`src/cirb_pkg.sv`:
```
// Constants shared by the camera inquiry register bank files.
`default_nettype none
package cirb_pkg;
  // Fixed lower 48 bits of the register space: bus and node id fill the top 16 bits.
  localparam logic [47:0] CIRB_BASE_ADDR = 48'hFFFF_F0F0_0000;
  localparam int CIRB_ID_W = 16;
  localparam int CIRB_OFS_W = 12;
  // Byte offsets from the base address.
  localparam logic [11:0] CIRB_OFS_REINIT = 12'h000;
  localparam logic [11:0] CIRB_OFS_FMT = 12'h100;
  localparam logic [11:0] CIRB_OFS_FMT0_MODE = 12'h180;
  localparam logic [11:0] CIRB_OFS_FMT1_MODE = 12'h184;
  localparam logic [11:0] CIRB_OFS_FMT2_MODE = 12'h188;
  localparam logic [11:0] CIRB_OFS_FMT7_MODE = 12'h19C;
  // Field position in msb-first numbering; bit 0 maps to vector bit 31.
  localparam int CIRB_REINIT_BIT = 0;
  // Inquiry contents, msb-first bit 0 is vector bit 31.
  localparam logic [31:0] CIRB_FMT_MONO = 32'hE100_0000;
  localparam logic [31:0] CIRB_FMT_COLOR = 32'hE100_0000;
  localparam logic [31:0] CIRB_FMT0_MONO = 32'h4600_0000;
  localparam logic [31:0] CIRB_FMT0_COLOR = 32'h5600_0000;
  localparam logic [31:0] CIRB_FMT1_MONO = 32'h2700_0000;
  localparam logic [31:0] CIRB_FMT1_COLOR = 32'hB700_0000;
  localparam logic [31:0] CIRB_FMT2_MONO = 32'h2200_0000;
  localparam logic [31:0] CIRB_FMT2_COLOR = 32'hA200_0000;
  localparam logic [31:0] CIRB_FMT7_MONO = 32'h8000_0000;
  localparam logic [31:0] CIRB_FMT7_COLOR = 32'hC000_0000;
  localparam logic [31:0] CIRB_ZERO = 32'h0000_0000;
  localparam logic [5:0] CIRB_MAX_BLOCK_QUADS = 6'h20;
  localparam logic [1:0] CIRB_FACTORY_CHAN = 2'h0;
  typedef enum logic [1:0] {
    CIRB_ST_IDLE = 2'b00,
    CIRB_ST_PULSE = 2'b01,
    CIRB_ST_WAIT = 2'b11
  } cirb_state_t;
endpackage
`default_nettype wire

```
`src/cirb_dec_if.sv`:
```
// Decoder-to-bank carrier between the register bank modules.
`default_nettype none
interface cirb_dec_if;
  logic hit;
  logic [3:0] sel;
  modport dec(output hit, output sel);
  modport bank(input hit, input sel);
endinterface
`default_nettype wire

```
`src/cirb_addr_dec.sv`:
```
// Address decoder for the inquiry register bank.
`default_nettype none
module cirb_addr_dec
  import cirb_pkg::*;
(
  // Request address.
  input wire logic [47:0] addr_in,
  input wire logic [15:0] own_id_in,
  // Decoded select.
  cirb_dec_if.dec dec
);
  logic in_space;
  assign in_space = (addr_in[47:32] == own_id_in) &&
                    (addr_in[31:CIRB_OFS_W] == CIRB_BASE_ADDR[31:CIRB_OFS_W]);
  always_comb begin
    dec.sel = 4'h0;
    if (in_space) begin
      case (addr_in[11:0])
        CIRB_OFS_REINIT: dec.sel = 4'h1;
        CIRB_OFS_FMT: dec.sel = 4'h2;
        CIRB_OFS_FMT0_MODE: dec.sel = 4'h3;
        CIRB_OFS_FMT1_MODE: dec.sel = 4'h4;
        CIRB_OFS_FMT2_MODE: dec.sel = 4'h5;
        CIRB_OFS_FMT7_MODE: dec.sel = 4'h6;
        default: dec.sel = 4'h0;
      endcase
    end
  end
  assign dec.hit = in_space;
endmodule
`default_nettype wire

```
`src/cirb_reinit_seq.sv`:
```
// Reinitialize sequencer: one-cycle reset pulse and startup channel reload.
`default_nettype none
module cirb_reinit_seq
  import cirb_pkg::*;
(
  input wire logic sys_clk_in,
  input wire logic rst_b_in,
  // Trigger and handshake.
  input wire logic trig_in,
  input wire logic load_done_in,
  input wire logic [1:0] startup_chan_in,
  // Outputs.
  output logic busy_out,
  output logic reset_pulse_out,
  output logic load_req_out,
  output logic [1:0] load_chan_out
);
  cirb_state_t state_ff;
  cirb_state_t nxt_state;
  always_comb begin
    nxt_state = state_ff;
    case (state_ff)
      CIRB_ST_IDLE: if (trig_in) nxt_state = CIRB_ST_PULSE;
      CIRB_ST_PULSE: nxt_state = CIRB_ST_WAIT;
      CIRB_ST_WAIT: if (load_done_in) nxt_state = CIRB_ST_IDLE;
      default: nxt_state = CIRB_ST_IDLE;
    endcase
  end
  always_ff @(posedge sys_clk_in) begin
    if (!rst_b_in) begin
      state_ff <= CIRB_ST_IDLE;
    end else begin
      state_ff <= nxt_state;
    end
  end
  always_ff @(posedge sys_clk_in) begin
    if (!rst_b_in) begin
      reset_pulse_out <= 1'b0;
      load_req_out <= 1'b0;
      load_chan_out <= CIRB_FACTORY_CHAN;
    end else begin
      reset_pulse_out <= (nxt_state == CIRB_ST_PULSE);
      load_req_out <= (nxt_state == CIRB_ST_PULSE);
      if (nxt_state == CIRB_ST_PULSE) begin
        load_chan_out <= startup_chan_in;
      end
    end
  end
  assign busy_out = (state_ff != CIRB_ST_IDLE);
endmodule
`default_nettype wire

```
`src/cirb_top.sv`:
```
// Camera inquiry register bank: quadlet and block access, inquiry constants, reinitialize.
//
// Overview of operation
// - Base is bus id, node id, FFFFF0F00000.
// - Register address is base plus byte offset.
// - Bit 0 is the most significant bit.
// - Writing initialize bit resets, unlocks, reloads startup.
// - Initialize bit clears itself after triggering.
// - Format register: one bit per supported format.
// - Bits 0,1,2 VGA/SVGA, 6 still, 7 partial.
// - Formats 0,1,2,7 supported, format 6 not.
// - Mode registers at 180, 184, 188, 19C.
// - Format 0: modes 1,5,6; colour adds 3.
// - Format 1: modes 2,5,6,7; colour adds 0,3.
// - Format 2: modes 2,6; colour adds 0.
// - Format 7: mode 0; colour adds 1.
// - Unmapped reads return zero; writes ignored.
// - Block transfers carry at most 32 quadlets.
// - Default reload is factory channel 0.
`default_nettype none
module cirb_top
  import cirb_pkg::*;
(
  // Clock and reset.
  input wire logic sys_clk_in,
  input wire logic rst_b_in,
  // Variant strap: 1 for the colour variant.
  input wire logic color_variant_in,
  // Own bus and node identifier.
  input wire logic [15:0] own_id_in,
  // Quadlet access port, one quadlet per cycle when valid.
  input wire logic req_valid_in,
  input wire logic req_write_in,
  input wire logic req_first_in,
  input wire logic [47:0] req_addr_in,
  input wire logic [31:0] req_wdata_in,
  // Read answer.
  output logic rsp_valid_out,
  output logic [31:0] rsp_rdata_out,
  output logic rsp_error_out,
  // Reinitialization towards the camera core.
  input wire logic [1:0] startup_chan_in,
  input wire logic load_done_in,
  output logic core_reset_out,
  output logic lock_release_out,
  output logic load_req_out,
  output logic [1:0] load_chan_out,
  output logic reinit_busy_out
);
  ////////////////////////////////////////////////////////////////////////////////
  cirb_dec_if dec_if ();
  logic color_ff;
  logic [5:0] quad_cnt_ff;
  logic reinit_bit_ff;
  logic busy;
  logic seq_pulse;
  logic seq_load;
  logic [1:0] seq_chan;
  logic trig;
  logic over_limit;
  logic [31:0] nxt_rdata;
  logic [5:0] nxt_quad_cnt;

  cirb_addr_dec u_dec (
    .addr_in(req_addr_in),
    .own_id_in(own_id_in),
    .dec(dec_if.dec)
  );

  // The variant is a strap; catch it while reset is applied.
  always_ff @(posedge sys_clk_in) begin
    if (!rst_b_in) begin
      color_ff <= color_variant_in;
    end
  end

  ////////////////////////////////////////////////////////////////////////////////
  // Quadlet counter inside one block transfer; quadlets beyond the limit are dropped.
  always_comb begin
    nxt_quad_cnt = quad_cnt_ff;
    if (req_valid_in) begin
      if (req_first_in) begin
        nxt_quad_cnt = 6'h01;
      end else if (quad_cnt_ff != 6'h3F) begin
        nxt_quad_cnt = quad_cnt_ff + 6'h01;
      end
    end
  end
  assign over_limit = req_valid_in && !req_first_in &&
                      (quad_cnt_ff >= CIRB_MAX_BLOCK_QUADS);
  always_ff @(posedge sys_clk_in) begin
    if (!rst_b_in) begin
      quad_cnt_ff <= 6'h00;
    end else begin
      quad_cnt_ff <= nxt_quad_cnt;
    end
  end

  ////////////////////////////////////////////////////////////////////////////////
  // Initialize: only msb-first bit 0 is honoured, other bits are ignored.
  assign trig = req_valid_in && req_write_in && !over_limit && (dec_if.sel == 4'h1) &&
                req_wdata_in[31 - CIRB_REINIT_BIT] && !busy &&
                !reinit_bit_ff;
  always_ff @(posedge sys_clk_in) begin
    if (!rst_b_in) begin
      reinit_bit_ff <= 1'b0;
    end else if (trig) begin
      reinit_bit_ff <= 1'b1;
    end else begin
      reinit_bit_ff <= 1'b0;
    end
  end

  cirb_reinit_seq u_seq (
    .sys_clk_in(sys_clk_in),
    .rst_b_in(rst_b_in),
    .trig_in(reinit_bit_ff),
    .load_done_in(load_done_in),
    .startup_chan_in(startup_chan_in),
    .busy_out(busy),
    .reset_pulse_out(seq_pulse),
    .load_req_out(seq_load),
    .load_chan_out(seq_chan)
  );

  always_ff @(posedge sys_clk_in) begin
    if (!rst_b_in) begin
      core_reset_out <= 1'b0;
      lock_release_out <= 1'b0;
      load_req_out <= 1'b0;
      load_chan_out <= CIRB_FACTORY_CHAN;
      reinit_busy_out <= 1'b0;
    end else begin
      core_reset_out <= seq_pulse;
      lock_release_out <= seq_pulse;
      load_req_out <= seq_load;
      load_chan_out <= seq_chan;
      reinit_busy_out <= busy || reinit_bit_ff;
    end
  end

  ////////////////////////////////////////////////////////////////////////////////
  // Read data; the initialize bit reads back zero once it has cleared.
  always_comb begin
    nxt_rdata = CIRB_ZERO;
    case (dec_if.sel)
      4'h1: nxt_rdata = {reinit_bit_ff, 31'h0000_0000};
      4'h2: nxt_rdata = color_ff ? CIRB_FMT_COLOR : CIRB_FMT_MONO;
      4'h3: nxt_rdata = color_ff ? CIRB_FMT0_COLOR : CIRB_FMT0_MONO;
      4'h4: nxt_rdata = color_ff ? CIRB_FMT1_COLOR : CIRB_FMT1_MONO;
      4'h5: nxt_rdata = color_ff ? CIRB_FMT2_COLOR : CIRB_FMT2_MONO;
      4'h6: nxt_rdata = color_ff ? CIRB_FMT7_COLOR : CIRB_FMT7_MONO;
      default: nxt_rdata = CIRB_ZERO;
    endcase
    // A foreign node or bus id never reaches a register, whatever the offset.
    if (over_limit || !dec_if.hit) begin
      nxt_rdata = CIRB_ZERO;
    end
  end

  always_ff @(posedge sys_clk_in) begin
    if (!rst_b_in) begin
      rsp_valid_out <= 1'b0;
      rsp_rdata_out <= CIRB_ZERO;
      rsp_error_out <= 1'b0;
    end else begin
      rsp_valid_out <= req_valid_in;
      rsp_rdata_out <= (req_valid_in && !req_write_in) ? nxt_rdata : CIRB_ZERO;
      rsp_error_out <= over_limit;
    end
  end

  ////////////////////////////////////////////////////////////////////////////////
  AST_FMT_READ: assert property (@(posedge sys_clk_in) disable iff (!rst_b_in)
    req_valid_in && !req_write_in && !over_limit && dec_if.sel == 4'h2
    |=> rsp_rdata_out == 32'hE100_0000) else $error("format inquiry value wrong");
  AST_FMT0_READ: assert property (@(posedge sys_clk_in) disable iff (!rst_b_in)
    req_valid_in && !req_write_in && !over_limit && dec_if.sel == 4'h3
    |=> rsp_rdata_out[31:24] == (color_ff ? 8'h56 : 8'h46)) else $error("fmt0 modes wrong");
  AST_FMT1_READ: assert property (@(posedge sys_clk_in) disable iff (!rst_b_in)
    req_valid_in && !req_write_in && !over_limit && dec_if.sel == 4'h4
    |=> rsp_rdata_out[31:24] == (color_ff ? 8'hB7 : 8'h27)) else $error("fmt1 modes wrong");
  AST_FMT2_READ: assert property (@(posedge sys_clk_in) disable iff (!rst_b_in)
    req_valid_in && !req_write_in && !over_limit && dec_if.sel == 4'h5
    |=> rsp_rdata_out[31:24] == (color_ff ? 8'hA2 : 8'h22)) else $error("fmt2 modes wrong");
  AST_FMT7_READ: assert property (@(posedge sys_clk_in) disable iff (!rst_b_in)
    req_valid_in && !req_write_in && !over_limit && dec_if.sel == 4'h6
    |=> rsp_rdata_out[31:24] == (color_ff ? 8'hC0 : 8'h80)) else $error("fmt7 modes wrong");
  AST_UNMAPPED_ZERO: assert property (@(posedge sys_clk_in) disable iff (!rst_b_in)
    req_valid_in && dec_if.sel == 4'h0 |=> rsp_rdata_out == 32'h0000_0000)
    else $error("unmapped read not zero");
  AST_INIT_SELF_CLEAR: assert property (@(posedge sys_clk_in) disable iff (!rst_b_in)
    trig |=> reinit_bit_ff ##1 !reinit_bit_ff) else $error("initialize bit stuck");
  AST_INIT_RESET: assert property (@(posedge sys_clk_in) disable iff (!rst_b_in)
    trig |-> ##3 (core_reset_out && lock_release_out && load_req_out))
    else $error("reinit pulse missing");
  AST_BLOCK_LIMIT: assert property (@(posedge sys_clk_in) disable iff (!rst_b_in)
    req_valid_in && req_write_in && over_limit |-> !trig) else $error("overlong block wrote");
  AST_LOAD_CHAN: assert property (@(posedge sys_clk_in) disable iff (!rst_b_in)
    $rose(load_req_out) |-> load_chan_out == $past(startup_chan_in, 3))
    else $error("wrong startup channel");
endmodule
`default_nettype wire

```
`config.mk`:
```
export PLATFORM = sky130hd
export DESIGN_NAME = cirb_top
export DESIGN_NICKNAME = d
export VERILOG_FILES = /design/src/cirb_pkg.sv /design/src/cirb_dec_if.sv /design/src/cirb_addr_dec.sv /design/src/cirb_reinit_seq.sv /design/src/cirb_top.sv
export SDC_FILE = /design/constraint.sdc
export NUM_CORES = 1
export LEC_CHECK = 0
export BUFFER_PORTS_ARGS = -buffer_cell sky130_fd_sc_hd__buf_4
export CORE_MARGIN = 5
export CORE_UTILIZATION = 25
export DETAILED_ROUTE_END_ITERATION = 10
export HOLD_SLACK_MARGIN = 0.12
export PLACE_DENSITY_LB_ADDON = 0.3
export SLEW_MARGIN = 20
export SYNTH_ARGS = -nofsm -noshare
export SYNTH_HDL_FRONTEND = slang
export SYNTH_SLANG_ARGS = --single-unit
```
`constraint.sdc`:
```
create_clock -name sys_clk_in -period 2.3 [get_ports sys_clk_in]
set_clock_uncertainty 0.1 [all_clocks]
set_input_delay 0.115 -clock sys_clk_in [delete_from_list [all_inputs] [get_ports sys_clk_in]]
set_output_delay 0.115 -clock sys_clk_in [all_outputs]
set_load 0.02 [all_outputs]
```
; ---- After elaboration in Yosys (flattened, before gate mapping)
; Cells that the tools add are included.
[totals]
reg_bits = 51
latch_bits = 0
mem_bits_rw = 0
rom_bits = 0
input_bits = 105
word_cells = 70
n_memories = 0
[op_classes]
add_sub_neg = 1
n_mul = 0
div_mod_pow = 0
order_cmp = 1
eq_ne = 17
shifts = 0
mux = 13
bitwise_logic = 2
reduce_logical = 24
[op_table]
columns = op, count
row1 = 32-bit case mux with 6 select lines, 1
row2 = 32-bit 2-to-1 mux, 2
row3 = 12-bit by 9-bit == test with 1-bit output (second input constant), 5
row4 = 31-bit 2-to-1 mux, 1
row5 = 29-bit 2-to-1 mux, 1
row6 = 20-bit == test (second input constant), 1
row7 = 3-bit case mux with 6 select lines, 1
row8 = 16-bit == test, 1
row9 = 4-bit by 3-bit == test with 1-bit output (second input constant), 3
row10 = 12-bit zero test, 1
row11 = 6-bit 2-to-1 mux, 2
row12 = 1-bit logical AND, 10
row13 = 4-bit by 2-bit == test with 1-bit output (second input constant), 2
row14 = 6-bit by 1-bit adder with 6-bit output (second input constant), 1
row15 = 6-bit >= comparator (second input constant), 1
row16 = 1-bit zero test, 6
row17 = 6-bit != test (second input constant), 1
row18 = 2-bit case mux with 3 select lines, 1
row19 = 2-bit by 1-bit == test with 1-bit output (second input constant), 2
row20 = 4-bit by 1-bit == test with 1-bit output (second input constant), 1
row21 = 2-bit 2-to-1 mux, 2
row22 = 4-bit 2-to-1 mux, 1
row23 = 2-bit nonzero test, 2
row24 = 3-bit OR reduction, 1
row25 = other kinds (6), 8

; ---- Longest topological paths before layout
[logic_depth]
ltp_word = 10
depth_mapped = 6
depth_no_buf = 5

; ---- Modules after synthesis
; From an unflattened synthesis, not the netlist that was laid out.
[unflattened]
cells_unflattened = 180
area_unflattened_um2 = 1687.9
[modules_own_cells]
columns = mod, n_inst, cells_each, area_per_inst_um2
row1 = cirb_top, 1, 113, 1106.1
row2 = cirb_addr_dec, 1, 47, 382.9
row3 = cirb_reinit_seq, 1, 20, 198.9

; ---- Worst setup path after synthesis
; Ideal clock, no wire load.
[synth_timing]
path_type = input-to-reg
startpoint = input req_addr_in[6]
endpoint = register rsp_rdata_out[31]
t_arrival_ps = 1537
path_slack_ps = 572
path_stages = 4
path_buffers = 0
cell_sequence = or4_4 -> nand2b_4 -> or4_1 -> a311oi_1
[synth_via]
elab_chain_cells = 5
elab_cells_between_ends = 15
cone_classes = 11 x eq/ne / 3 x mux / 1 x reduce/logical
[synth_lines]
columns = item, line
row1 = start: declaration, cirb_top.sv:35  ; input wire logic [47:0] req_addr_in,
row2 = 12-bit by 9-bit == test with 1-bit output / 12-bit zero test (equally long branches), cirb_addr_dec.sv:18  ; case (addr_in[11:0])
row3 = 3-bit case mux with 6 select lines *, cirb_addr_dec.sv:18
row4 = 4-bit 2-to-1 mux *, cirb_addr_dec.sv:17  ; if (in_space) begin
row5 = "4-bit by 3-bit == test with 1-bit output, or another cell as far along", cirb_top.sv:146  ; case (dec_if.sel)
row6 = 32-bit case mux with 6 select lines *, cirb_top.sv:146
row7 = end signal: assignment, cirb_top.sv:168  ; rsp_rdata_out <= (req_valid_in && !req_write_in) ? nxt_rdata : CIRB_ZERO;
row8 = end: declaration, cirb_top.sv:39  ; output logic [31:0] rsp_rdata_out,
; Mark *: on every way between the ends. The rest lies on a longest branch, timed or not.
; A chain may end at the register's enable or synchronous reset.

; ---- Worst setup path after layout
[layout_timing]
startpoint = input rst_b_in
endpoint = register rsp_rdata_out[29]
[layout_via]
elab_chain_cells = 2
[layout_lines]
columns = item, line
row1 = start: declaration, cirb_top.sv:26  ; input wire logic rst_b_in,
row2 = 1-bit NOT (no line), -
row3 = 3-bit OR reduction (no line), -
; Every way passes these cells.

==> out/metrics.yaml <==
report.final.slew_viol_count: 0
setup_tns_ns: 0
crit_required_ns: 2.41
critPathTopFamily: "buffers and inverters"
reg2reg_to: "rsp_rdata_out[29]"
rrSetupSlack_ns: 0.31
path_cells: "dlygate4sd3_1, buf_4, nand2_1, nor3_1, nand4_2, nor4b_1, dlygate4sd3_1"
synth_seq_cells: 26
cts_num_sinks: 26
place_inst: 335
r2r_start: "quad_cnt_ff[5]"
final_nets: 394
async_flop_share_pct: 0
cts.clk_slew.worst_paths_ns: 0.08
setup_violations: 0
final_cells: 361
dr.first_iter.drc_count: 55
synth_top_area_cell: "dfxtp_1"
cts_setup_buffers: 0
chipWidth_um: 89
cts_tree: "yes"
synth_top_area_share_pct: 32.1
syn-cell-area_um2: 1560
rsz0062_at_grt: "no"
die_area_um2: 7920
ys_top_cells_by_area: "dfxtp_1, buf_4, xnor2_1"
placed_area_um2: 2190
critPathSlowestCell: "dlygate4sd3_1"
area_delta_synth_final_pct: 59.0
antenna_found_initial: 0
p_per_area_nw_per_um2: 397
rr_worst_depth: 5
io_buffers: 88
cp_common_cell: "dlygate4sd3_1"
yosysSeqAreaShare_pct: 34.0
cts-htree-levels: 1
drtAntennaViolNets: 0
ios: 145
gr-total-overflow: 0
die_y_um: 89
drive_gt1_share_pct: 35.7
postSynthCellCount: 176
min_to: "reinit_bit_ff"
cts_buffers: 3
num_rows: 28
hold_viol: 0
endpoint_kind: "register"
clk_path_buf_depth: 2
grt_use_met1_pct: 10.8
use_met3_pct: 2.49
synth_cell_types: 42
post-route-util_pct: 41.4
cts-root-buf: "clkbuf_8"
clock_latency_ns: 0.26
status: "finished clean"
avgSynthCellArea_um2: 8.87
cp.arrival_ns: 2.22
initial_utilization_pct: 26.0
hp-start: "req_addr_in[26]"
fin_area_um2: 2480
path_buf_inv: 3
drc: 0
max-vdd-ir-drop_mv: 0.320
tightest_slew_ns: 0.581
min_path_type: "in2reg"
drt_first_pass_iters: 4
path_max_fanout: 9
insertedDiodeCount: 0
fin_hold_ws_ns: 0.119
routed_via_density: 4.08
synth-edff-count: 1
core_area_um2: 5990
min_period_ns: 2.11
routedWlPerCell_um: 11.2
p_leak_nw: 1.11
nFillCells: 600
busiest_layer: "met2"
grt_pass1_wl_um: 6110
drv_cap: 0
vias: 1472
met2_usage_pct: 18.8
groute.usage.overall_pct: 9.72
max_stage_delay_ns: 0.58
grt_max_degree: 15
fin_crit_sh_pct: 91.6
path_class: "in2reg"
yosysWarnings: 0
hold_depth: 6
grt_pass1_vias: 1399
synth_flop_cell: "dfxtp_1"
dp_hpwl_um: 3360
slew_headroom_pct: 61.1
gp_congestion: 0.698
wirelength_um: 4040
fmax_ghz: 0.475
start_kind: "input port"
## cell usage after synthesis, types with 2 or more instances
library cell	instances
buf_4	27
nor3_1	6
mux2i_1	2
o21ai_0	2
nor3b_1	3
nor2_1	16
xnor2_1	13
and3_1	2
and2_1	4
nand2b_1	2
a31oi_1	2
nand4_1	8
a21oi_1	5
ha_1	2
inv_1	6
nor4b_1	2
nand3_1	6
nand2_1	6
dfxtp_1	25
nor2b_1	3
xor2_1	9
nor4_1	5
## logic make-up after synthesis
family	share of synthesized area, %
AND/OR/NAND/NOR	29.5
buffers and inverters	15.4
flip-flops	34.0
XOR/XNOR	12.3
AO/OA/AOI/OAI	5.61
adder cells (fa/ha/maj)	1.60
multiplexers	1.28
other	0.240
## layout make-up
class	count	area [µm²]	area share, %
clock buffers	4	55.1	2.22
repair buffers	111	888	35.8
well taps	75	93.8	3.78
inverters	6	22.5	0.908
multi-input cells	139	891	35.9
flip-flops and latches	26	531	21.4
## per-layer routing
metal | wire length, µm | share of wire, % | vias to the layer above
met4 | 16 | 0.40 | 0
met3 | 317 | 7.8 | 2
li1 | - | - | 775
met2 | 2210 | 55 | 45
met5 | 0 | 0 | -
met1 | 1500 | 37 | 650
## where the power goes
| group | leakage (nW) | switching (W) | internal (W) |
|---|---|---|---|
| registers | 0.212 | 0.00000419 | 0.000457 |
| logic | 0.868 | 0.000107 | 0.000130 |
| clock network | 0.0288 | 0.000135 | 0.000153 |
## placed cells by master, fill, tap and decap left out, types with 2 or more instances in the layout
cell type      count
nor3_1             5
conb_1            25
nand3_1            6
and2_1             4
inv_1              6
clkbuf_8           4
buf_4             89
o21ai_0            2
nor2b_1            3
mux2i_1            2
ha_1               2
nor4_1             5
xor2_1             9
nand2b_1           2
nor3b_1            3
dlygate4sd3_1     22
nand4_1            8
a31oi_1            2
nor2_1            16
a21oi_1            5
and3_1             2
nor4b_1            2
xnor2_1           13
nand2_1            6
dfxtp_1           25
## worst reg2reg max path, delay by kind of cell, from the launching register on
kind / cells / cell delay, ns
buffers and inverters: 1 / 0.58
DFF: 1 / 0.32
and+or+nand+nor: 4 / 0.94
## how the worst max path moves through the flow
| stage | slack, ns | endpoint | start | cells after the start |
|---|---|---|---|---|
| 6_report | 0.19 | rsp_rdata_out[29] | rst_b_in | 7 |
| 5_1_grt | 0.05 | rsp_rdata_out[29] | rst_b_in | 7 |
| 4_1_cts | 0.11 | rsp_rdata_out[25] | req_addr_in[28] | 7 |
| 3_5_place_dp | 0.36 | rsp_rdata_out[31] | req_addr_in[6] | 5 |
| 3_3_place_gp | 0.37 | rsp_rdata_out[31] | req_addr_in[6] | 5 |
| 2_1_floorplan | 0.57 | rsp_rdata_out[31] | req_addr_in[6] | 4 |
## sequential cells by signal (all words and copies together) (netlist names), 2 cells and up
name,flops
rsp_rdata_out,7
load_chan_out,2
u_seq.load_chan_out,2
quad_cnt_ff,6
u_seq.state_ff,2
## timing repair
action | CTS | global route
hold buffers | 22 | 0
hold endpoints to repair | 18 | 0
resized for setup | 0 | 3
setup endpoints to repair | 0 | 1
## through the flow
step           setup WS [ns]  power, W
2_1_floorplan          0.572  0.000601
3_3_place_gp           0.367  0.000685
3_5_place_dp           0.361  0.000688
4_1_cts                0.114   0.00100
5_1_grt               0.0519   0.00104
6_report               0.193  0.000985
Power figures use the tool's default switching activity.
